**src/tcsp_pkg.sv**
```systemverilog
// Constants shared by the timer/counter and its prescaler.
// Assumes a 25 MHz core clock in which one clock period is one oscillator period.
package tcsp_pkg;
  // Clock and timing
  localparam int CLK_PERIOD_NS = 40;
  localparam int TOSC_NS = 40;
  localparam int TOSC_CLKS = (TOSC_NS + CLK_PERIOD_NS - 1) / CLK_PERIOD_NS;
  localparam int PHASES_PER_INSTR = 4;
  localparam int WRITE_INHIBIT_INSTR = 2;
  localparam int WRITE_INHIBIT_CLKS = WRITE_INHIBIT_INSTR * PHASES_PER_INSTR * TOSC_CLKS;
  localparam int ROLLOVER_DELAY_TOSC = 3;
  localparam int ROLLOVER_DELAY_CLKS = ROLLOVER_DELAY_TOSC * TOSC_CLKS;

  // Phase numbering inside one instruction cycle (Q1..Q4 -> 0..3)
  localparam logic [1:0] PH_Q2 = 2'h1;
  localparam logic [1:0] PH_Q4 = 2'h3;

  // Register byte offsets on the bus
  localparam logic [3:0] OFF_COUNT = 4'h0;
  localparam logic [3:0] OFF_OPTION = 4'h4;
  localparam logic [3:0] OFF_INTCTL = 4'h8;

  // Option register fields
  localparam int OPT_CSS_BIT = 5;
  localparam int OPT_SES_BIT = 4;
  localparam int OPT_PSA_BIT = 3;
  localparam int OPT_RATIO_LSB = 0;
  localparam int OPT_W = 6;

  // Interrupt control register fields
  localparam int ICR_IEN_BIT = 5;
  localparam int ICR_FLAG_BIT = 2;

  // Reset values
  localparam logic [7:0] RST_COUNT = 8'h00;
  localparam logic [OPT_W-1:0] RST_OPTION = 6'h3f;
  localparam logic RST_IEN = 1'b0;
  localparam logic RST_FLAG = 1'b0;
  localparam logic [7:0] RST_PSC = 8'h00;
endpackage

```
**src/tcsp_psc_if.sv**
```systemverilog
// Link between the timer core and the shared 8-bit prescaler.
// Assumes both ends sit on the same clock and reset.
`timescale 1ns/1ps
interface tcsp_psc_if;
  logic ce;
  logic tick;
  logic clear;
  logic [2:0] ratio;
  logic level;
  logic rise;
  logic [7:0] count;

  modport core (output ce, output tick, output clear, output ratio, input level, input rise, input count);
  modport psc (input ce, input tick, input clear, input ratio, output level, output rise, output count);
endinterface

```
**src/tcsp_prescaler.sv**
```systemverilog
// Shared 8-bit prescaler: counts ticks, output is the count bit picked by the ratio.
// Assumes ticks and clear come from logic on the same clock.
`timescale 1ns/1ps
module tcsp_prescaler (
  input wire logic clock_i,
  input wire logic nrst_i,
  tcsp_psc_if.psc bus
);
  typedef struct packed {
    logic [7:0] cnt;
  } tcsp_psc_state_t;

  tcsp_psc_state_t st;
  tcsp_psc_state_t next_st;
  logic [7:0] inc;

  // Bit n of the count rises once per 2^(n+1) ticks and is high half the time
  function automatic logic bit_rises(input logic [7:0] cur, input logic [7:0] nxt, input logic [2:0] n);
    bit_rises = nxt[n] && !cur[n];
  endfunction

  always_comb begin
    next_st = st;
    inc = st.cnt + 8'h01;
    bus.rise = 1'b0;
    if (bus.clear) begin
      next_st.cnt = tcsp_pkg::RST_PSC;
    end else if (bus.tick) begin
      next_st.cnt = inc;
      bus.rise = bit_rises(st.cnt, inc, bus.ratio);
    end
    bus.level = st.cnt[bus.ratio];
    bus.count = st.cnt;
  end

  always_ff @(posedge clock_i or negedge nrst_i) begin
    if (!nrst_i) begin
      st.cnt <= tcsp_pkg::RST_PSC;
    end else if (bus.ce) begin
      st <= next_st;
    end
  end
endmodule

```
**src/tcsp_top.sv**
```systemverilog
// 8-bit timer/counter with shared prescaler, registers on a classic Wishbone slave.
// Assumes sleep_i, wdt_tick_i and wdt_clear_i come from logic on clock_i.
//
// Our own choices: the Wishbone register port and the placing of the registers.
`timescale 1ns/1ps
module tcsp_top (
  input wire logic clock_i,
  input wire logic nrst_i,
  input wire logic ce_i,
  input wire logic wb_cyc_i,
  input wire logic wb_stb_i,
  input wire logic wb_we_i,
  input wire logic [3:0] wb_adr_i,
  input wire logic [3:0] wb_sel_i,
  input wire logic [31:0] wb_dat_i,
  output logic [31:0] wb_dat_o,
  output logic wb_ack_o,
  input wire logic ext_count_input_i,
  input wire logic sleep_i,
  input wire logic wdt_tick_i,
  input wire logic wdt_clear_i,
  output logic wdt_tick_o,
  output logic overflow_irq_o
);
  typedef struct packed {
    logic [1:0] phase;
    logic [7:0] count;
    logic [tcsp_pkg::OPT_W-1:0] option;
    logic ien;
    logic flag;
    logic irq;
    logic ack;
    logic [31:0] rdata;
    logic [3:0] inhibit;
    logic pend;
    logic [1:0] pend_dly;
    logic samp;
    logic pin_s1;
    logic pin_s2;
    logic pin_prev;
    logic wdt_out;
  } tcsp_state_t;

  localparam logic [3:0] INHIBIT_INIT = 4'(tcsp_pkg::WRITE_INHIBIT_CLKS);
  localparam logic [1:0] PEND_INIT = 2'(tcsp_pkg::ROLLOVER_DELAY_CLKS - 2);

  tcsp_state_t st;
  tcsp_state_t next_st;
  tcsp_psc_if psc ();

  logic access;
  logic cw;
  logic ow;
  logic iw;
  logic css;
  logic ses;
  logic prescaler_assign;
  logic run;
  logic instr_tick;
  logic sample_ph;
  logic pin_lvl;
  logic pin_edge;
  logic src_lvl;
  logic ext_evt;
  logic timer_evt;
  logic inc_evt;

  function automatic logic reg_write(input logic acc, input logic ack, input logic we, input logic sel0,
                                     input logic [3:0] adr, input logic [3:0] off);
    reg_write = acc && ack && we && sel0 && (adr == off);
  endfunction

  tcsp_prescaler u_psc (
    .clock_i(clock_i),
    .nrst_i(nrst_i),
    .bus(psc)
  );

  always_comb begin
    next_st = st;
    access = wb_cyc_i && wb_stb_i;
    // Writes land on the edge where the master sees ack
    cw = reg_write(access, st.ack, wb_we_i, wb_sel_i[0], wb_adr_i, tcsp_pkg::OFF_COUNT);
    ow = reg_write(access, st.ack, wb_we_i, wb_sel_i[0], wb_adr_i, tcsp_pkg::OFF_OPTION);
    iw = reg_write(access, st.ack, wb_we_i, wb_sel_i[0], wb_adr_i, tcsp_pkg::OFF_INTCTL);
    css = st.option[tcsp_pkg::OPT_CSS_BIT];
    ses = st.option[tcsp_pkg::OPT_SES_BIT];
    prescaler_assign = st.option[tcsp_pkg::OPT_PSA_BIT];
    run = !sleep_i;
    next_st.phase = st.phase + 2'h1;
    instr_tick = st.phase == tcsp_pkg::PH_Q4;
    sample_ph = (st.phase == tcsp_pkg::PH_Q2) || (st.phase == tcsp_pkg::PH_Q4);

    next_st.ack = access && !st.ack;
    if (access && !st.ack) begin
      case (wb_adr_i)
        tcsp_pkg::OFF_COUNT: next_st.rdata = {24'h000000, st.count};
        tcsp_pkg::OFF_OPTION: next_st.rdata = {26'h0000000, st.option};
        tcsp_pkg::OFF_INTCTL: next_st.rdata = {24'h000000, 2'h0, st.ien, 2'h0, st.flag, 2'h0};
        // Prescaler count is deliberately not mapped
        default: next_st.rdata = 32'h00000000;
      endcase
    end

    // Pin passes two flip-flops before anything looks at it
    next_st.pin_s1 = ext_count_input_i;
    next_st.pin_s2 = st.pin_s1;
    next_st.pin_prev = st.pin_s2;
    pin_lvl = st.pin_s2 ^ ses;
    pin_edge = pin_lvl && !(st.pin_prev ^ ses);

    // One prescaler only; its input follows the assign bit
    psc.ce = ce_i;
    psc.ratio = st.option[tcsp_pkg::OPT_RATIO_LSB +: 3];
    if (prescaler_assign) begin
      psc.tick = wdt_tick_i;
    end else begin
      psc.tick = run && (css ? pin_edge : instr_tick);
    end
    psc.clear = (cw && !prescaler_assign) || (wdt_clear_i && prescaler_assign);

    // External path: raw level or divided level, sampled on Q2 and Q4
    src_lvl = prescaler_assign ? pin_lvl : psc.level;
    if (sample_ph) begin
      next_st.samp = src_lvl;
    end
    ext_evt = sample_ph && src_lvl && !st.samp;
    timer_evt = prescaler_assign ? instr_tick : psc.rise;
    inc_evt = run && (st.inhibit == 4'h0) && (css ? ext_evt : timer_evt);

    if (st.inhibit != 4'h0) begin
      next_st.inhibit = st.inhibit - 4'h1;
    end
    // Increments retire a fixed delay after the synchronised edge
    if (st.pend) begin
      if (st.pend_dly == 2'h0) begin
        next_st.count = st.count + 8'h01;
        next_st.pend = 1'b0;
      end else begin
        next_st.pend_dly = st.pend_dly - 2'h1;
      end
    end
    if (inc_evt) begin
      next_st.pend = 1'b1;
      next_st.pend_dly = PEND_INIT;
    end

    if (ow) begin
      next_st.option = wb_dat_i[tcsp_pkg::OPT_W-1:0];
    end
    if (cw) begin
      next_st.count = wb_dat_i[7:0];
      next_st.pend = 1'b0;
      next_st.inhibit = INHIBIT_INIT;
    end
    if (iw) begin
      next_st.ien = wb_dat_i[tcsp_pkg::ICR_IEN_BIT];
      next_st.flag = wb_dat_i[tcsp_pkg::ICR_FLAG_BIT];
    end
    // Flag sets with the increment event at 0xff, two clocks before the count wraps; a set in the clearing cycle wins
    if (inc_evt && (st.count == 8'hff)) begin
      next_st.flag = 1'b1;
    end
    next_st.irq = next_st.flag && next_st.ien;
    next_st.wdt_out = prescaler_assign ? psc.rise : wdt_tick_i;
  end

  always_ff @(posedge clock_i or negedge nrst_i) begin
    if (!nrst_i) begin
      st.phase <= 2'h0;
      st.count <= tcsp_pkg::RST_COUNT;
      st.option <= tcsp_pkg::RST_OPTION;
      st.ien <= tcsp_pkg::RST_IEN;
      st.flag <= tcsp_pkg::RST_FLAG;
      st.irq <= 1'b0;
      st.ack <= 1'b0;
      st.rdata <= 32'h00000000;
      st.inhibit <= 4'h0;
      st.pend <= 1'b0;
      st.pend_dly <= 2'h0;
      // Idle-low pin seen through the reset edge select reads high; match it so reset makes no false edge
      st.samp <= tcsp_pkg::RST_OPTION[tcsp_pkg::OPT_SES_BIT];
      st.pin_s1 <= 1'b0;
      st.pin_s2 <= 1'b0;
      st.pin_prev <= 1'b0;
      st.wdt_out <= 1'b0;
    end else if (ce_i) begin
      st <= next_st;
    end
  end

  assign wb_ack_o = st.ack;
  assign wb_dat_o = st.rdata;
  assign overflow_irq_o = st.irq;
  assign wdt_tick_o = st.wdt_out;
endmodule

```
**config.mk**
```make
export PLATFORM = sky130hd
export DESIGN_NAME = tcsp_top
export DESIGN_NICKNAME = d
export VERILOG_FILES = /design/src/tcsp_pkg.sv /design/src/tcsp_psc_if.sv /design/src/tcsp_prescaler.sv /design/src/tcsp_top.sv
export SDC_FILE = /design/constraint.sdc
export NUM_CORES = 1
export LEC_CHECK = 0
export ABC_AREA = 1
export BUFFER_PORTS_ARGS = -buffer_cell sky130_fd_sc_hd__buf_4
export CAP_MARGIN = 20
export CORE_MARGIN = 5
export CORE_UTILIZATION = 30
export CTS_BUF_LIST = sky130_fd_sc_hd__clkbuf_2
export DETAILED_ROUTE_END_ITERATION = 7
export GPL_TIMING_DRIVEN = 0
export SKIP_CTS_REPAIR_TIMING = 1
export SLEW_MARGIN = 10
export SYNTH_ARGS = -nofsm -noshare
export SYNTH_HDL_FRONTEND = slang
export SYNTH_HIERARCHICAL = 1
export SYNTH_SLANG_ARGS = --single-unit
```
**constraint.sdc**
```tcl
create_clock -name clock_i -period 4.56 [get_ports clock_i]
set_input_delay 0.456 -clock clock_i [delete_from_list [all_inputs] [get_ports clock_i]]
set_output_delay 0.456 -clock clock_i [all_outputs]
set_load 0.01 [all_outputs]
```
==> reports/metrics.csv <==
stage;metric;value;unit
logic_synthesis;synth_area_leaders;dfrtp_1 (33%), nand2_1 (14%), buf_4 (7.9%);
die;die-area;12600;µm²
setup_path;worstPathMaxFanout;3;
place;pre_cts_slack;2.00;ns
place;place_hpwl;5570;µm
grt;overflow;0;
timing;layout_setup_ws;2.12;ns
power_and_ir_drop;p_per_area;296;nW/µm²
detailed_routing;drc;0;
clocking;root_buffer;clkbuf_2;
detailed_routing;wirelength;7170;µm
timing;hold_violations;0;
timing;final.setup.tns;0;ns
logic_synthesis;synth_warnings;6;
setup_path;path_common_cell;nand2_1;
die;die_w;112;µm
timing;slew_violations;0;
timing;fmax;411;MHz
setup_path;required;4.89;ns
timing;rsz0062_at_grt;no;
run;max_cap_viol_count;0;
die;core-area;10300;µm²
logic_synthesis;synth-seq-area-share;0.385;
die;rows;37;
clocking;cts-buffers-inserted;5;
logic_synthesis;synth_area_leader_cell;dfrtp_1;
logic_synthesis;syn-mean-instance-area;7.54;µm²
detailed_routing;post_drt_via_cell_ratio;4.39;
die;io_pins;85;
detailed_routing;via_count;2709;
logic_synthesis;yosysUniqueCellTypes;39;
detailed_routing;dr.pass1.iters;4;
detailed_routing;avgRoutedWirePerCell;11.6;µm
grt;grt_max_degree;49;
power_and_ir_drop;leakagePower;1.89;nW
clocking;cts_tree;done;
place;gp_congestion;0.898;
grt;grt_pass1_wl;12000;µm
clocking;clkLatencyLatePin;0.42;ns
detailed_routing;postRouteAntennaNets;0;
timing;slew_headroom;0.584;
setup_path;crit_path_end_kind;register;
setup_path;reg2regPathDepth;16;
die;die_h;112;µm
timing;min_period;2.44;ns
setup_path;worstSetupPathType;register to register;
setup_path;cp_slowest_cell;dfstp_2;
clocking;clk_path_buf_depth;2;
final_layout;diodes;0;
place;port_buffers;33;
setup_path;worstPathArrival;2.77;ns
detailed_routing;drt-initial-drc-count;99;
timing;worst_slew_pin_slew;0.624;ns
clocking;cts_sinks;48;
final_layout;nets;537;
die;start_util;0.306;
final_layout;drive_gt1_frac;0.245;
clocking;h-tree-depth;2;
logic_synthesis;synthCells;417;
logic_synthesis;synth_top_cell_area_share;0.326;
worst_hold_path;hp-class;input pin to asynchronous set/reset pin;
setup_path;start_kind;register;
setup_path;slowest_delay;0.60;ns
grt;antenna_found_initial;0;
timing;finClkSkew;0.0191;ns
grt;grt_pass1_vias;2612;
logic_synthesis;ys_ff_latch;48;
status;status;completed;
clocking;path_clk_slew;0.25;ns
grt;track_usage;0.115;
setup_path;cp_cell_sequence;nand2_1 > o21ai_0 > nor2_1 > o31ai_1 > inv_1 > nor2_1 > nand3_1 > nor2_1 > inv_1 > o21ai_0 > o21a_1 > nand2_1 > nand2_1 > nand2_1 > nand2_1 > nand2_1;
final_layout;area_growth;17.3;%
logic_synthesis;syn_area;3140;µm²
power_and_ir_drop;vdd_drop_max;0.000127;V
timing;finalSetupViolCount;0;
timing;post-route-period-util;0.534;
-- path summary, 6_finish.rpt --
kind / slack [ns] / from / end
worst max-delay path: 2.12 / ses$_DFFE_PN1P_ / st[5]$_DFFE_PN0P_
worst min-delay path: 0.02 / nrst_i / wb_dat_o[6]$_DFFE_PN0P_
worst max register to register: 2.12 / ses$_DFFE_PN1P_ / st[5]$_DFFE_PN0P_
worst min register to register: 0.52 / wb_dat_o[3]$_DFFE_PN0P_ / wb_dat_o[3]$_DFFE_PN0P_
max in group asynchronous: 4.13 / nrst_i / st[1]$_DFFE_PN0P_
min in group clock_i: 0.24 / ext_count_input_i / next_st[2]$_DFFE_PN0P_
-- cells by family after synthesis --
group	Yosys count	share of synthesized area
simple gates	195	0.291
buf+inv	91	0.159
compound gates	71	0.124
flops	48	0.385
fa+ha+maj	7	0.0279
xor+xnor	3	0.00836
other cells	1	0.00119
mux	1	0.00358
-- registers in the layout, indices dropped and copies added, names as in the netlist, 2 cells and up --
signal / count
st: 21
u_psc/bus.count: 8
wb_dat_o: 8
psc.ratio: 3
next_st: 2
-- cell usage in the layout, fill, tap and decap left out, types with 3 or more instances in the layout --
cell / count
dfrtp_1: 41
a21oi_1: 10
conb_1: 24
dfstp_2: 7
buf_4: 66
ha_1: 7
nand4_1: 4
o22ai_1: 5
inv_1: 44
nor2_1: 24
o21ai_1: 4
nand3_1: 28
nor2_2: 3
o211ai_1: 4
buf_6: 4
clkbuf_2: 7
nand2_2: 4
nand2_4: 3
inv_2: 5
buf_2: 4
o21ai_0: 42
nor2_4: 4
nand2_1: 114
-- Yosys cell counts (all sizes together) --
| cell | instances |
|---|---|
| a21oi | 12 |
| buf | 41 |
| clkbuf | 1 |
| conb | 1 |
| dfrtp | 41 |
| dfstp | 7 |
| ha | 7 |
| inv | 49 |
| mux2 | 1 |
| nand2 | 121 |
| nand3 | 31 |
| nand4 | 4 |
| nor2 | 32 |
| nor2b | 1 |
| nor3 | 3 |
| o211ai | 4 |
| o21a | 2 |
| o21ai | 47 |
| o22ai | 5 |
| o31ai | 1 |
| or2 | 3 |
| xnor2 | 2 |
| xor2 | 1 |
-- layer usage --
layer  wire, µm  track usage  vias to the layer above
met4         67       0.0385                        0
met2       3560        0.195                       66
met5          0            0                        -
met3        346       0.0205                        6
met1       3200        0.148                     1230
li1           -            -                     1407
-- final cells by class --
cell class | count | area [µm²]
Fill cell | 1099 | 6590
Inverter | 49 | 184
Sequential cell | 48 | 1210
Tap cell | 136 | 170
Clock inverter | 1 | 5.00
Timing Repair Buffer | 33 | 248
Clock buffer | 7 | 35.0
Buffer | 42 | 317
Multi-Input combinational cell | 301 | 1520
-- worst max-delay path: cells and delay by family (launching register included) --
kind	cells	cell delay, ns
and+or+nand+nor	10	0.92
buffers and inverters	2	0.12
DFF	1	0.60
AOI/OAI and AO/OA	4	0.72
-- through the flow --
| stage | utilization | hold WS (ns) | instances | power, W | cell area (µm²) |
|---|---|---|---|---|---|
| 5_1_grt | 0.359 | 0.0196 | 617 | 0.00119 | 3690 |
| 4_1_cts | 0.359 | 0.0142 | 617 | 0.00111 | 3690 |
| 3_3_place_gp | 0.355 | 0.460 | 609 | 0.000905 | 3650 |
| 6_report | 0.359 | 0.0181 | 617 | 0.00109 | 3690 |
| 3_5_place_dp | 0.355 | 0.472 | 609 | 0.000923 | 3650 |
| 2_1_floorplan | - | 0.160 | 440 | 0.000823 | 3230 |
-- power breakdown --
group / switching, W / leakage [nW] / internal, W
sequential: 0.0000643 / 0.610 / 0.000504
clock: 0.000138 / 0.0330 / 0.0000419
combinational: 0.000194 / 1.25 / 0.000150
total: 0.000396 / 1.89 / 0.000695
Power figures use the tool's default switching activity.
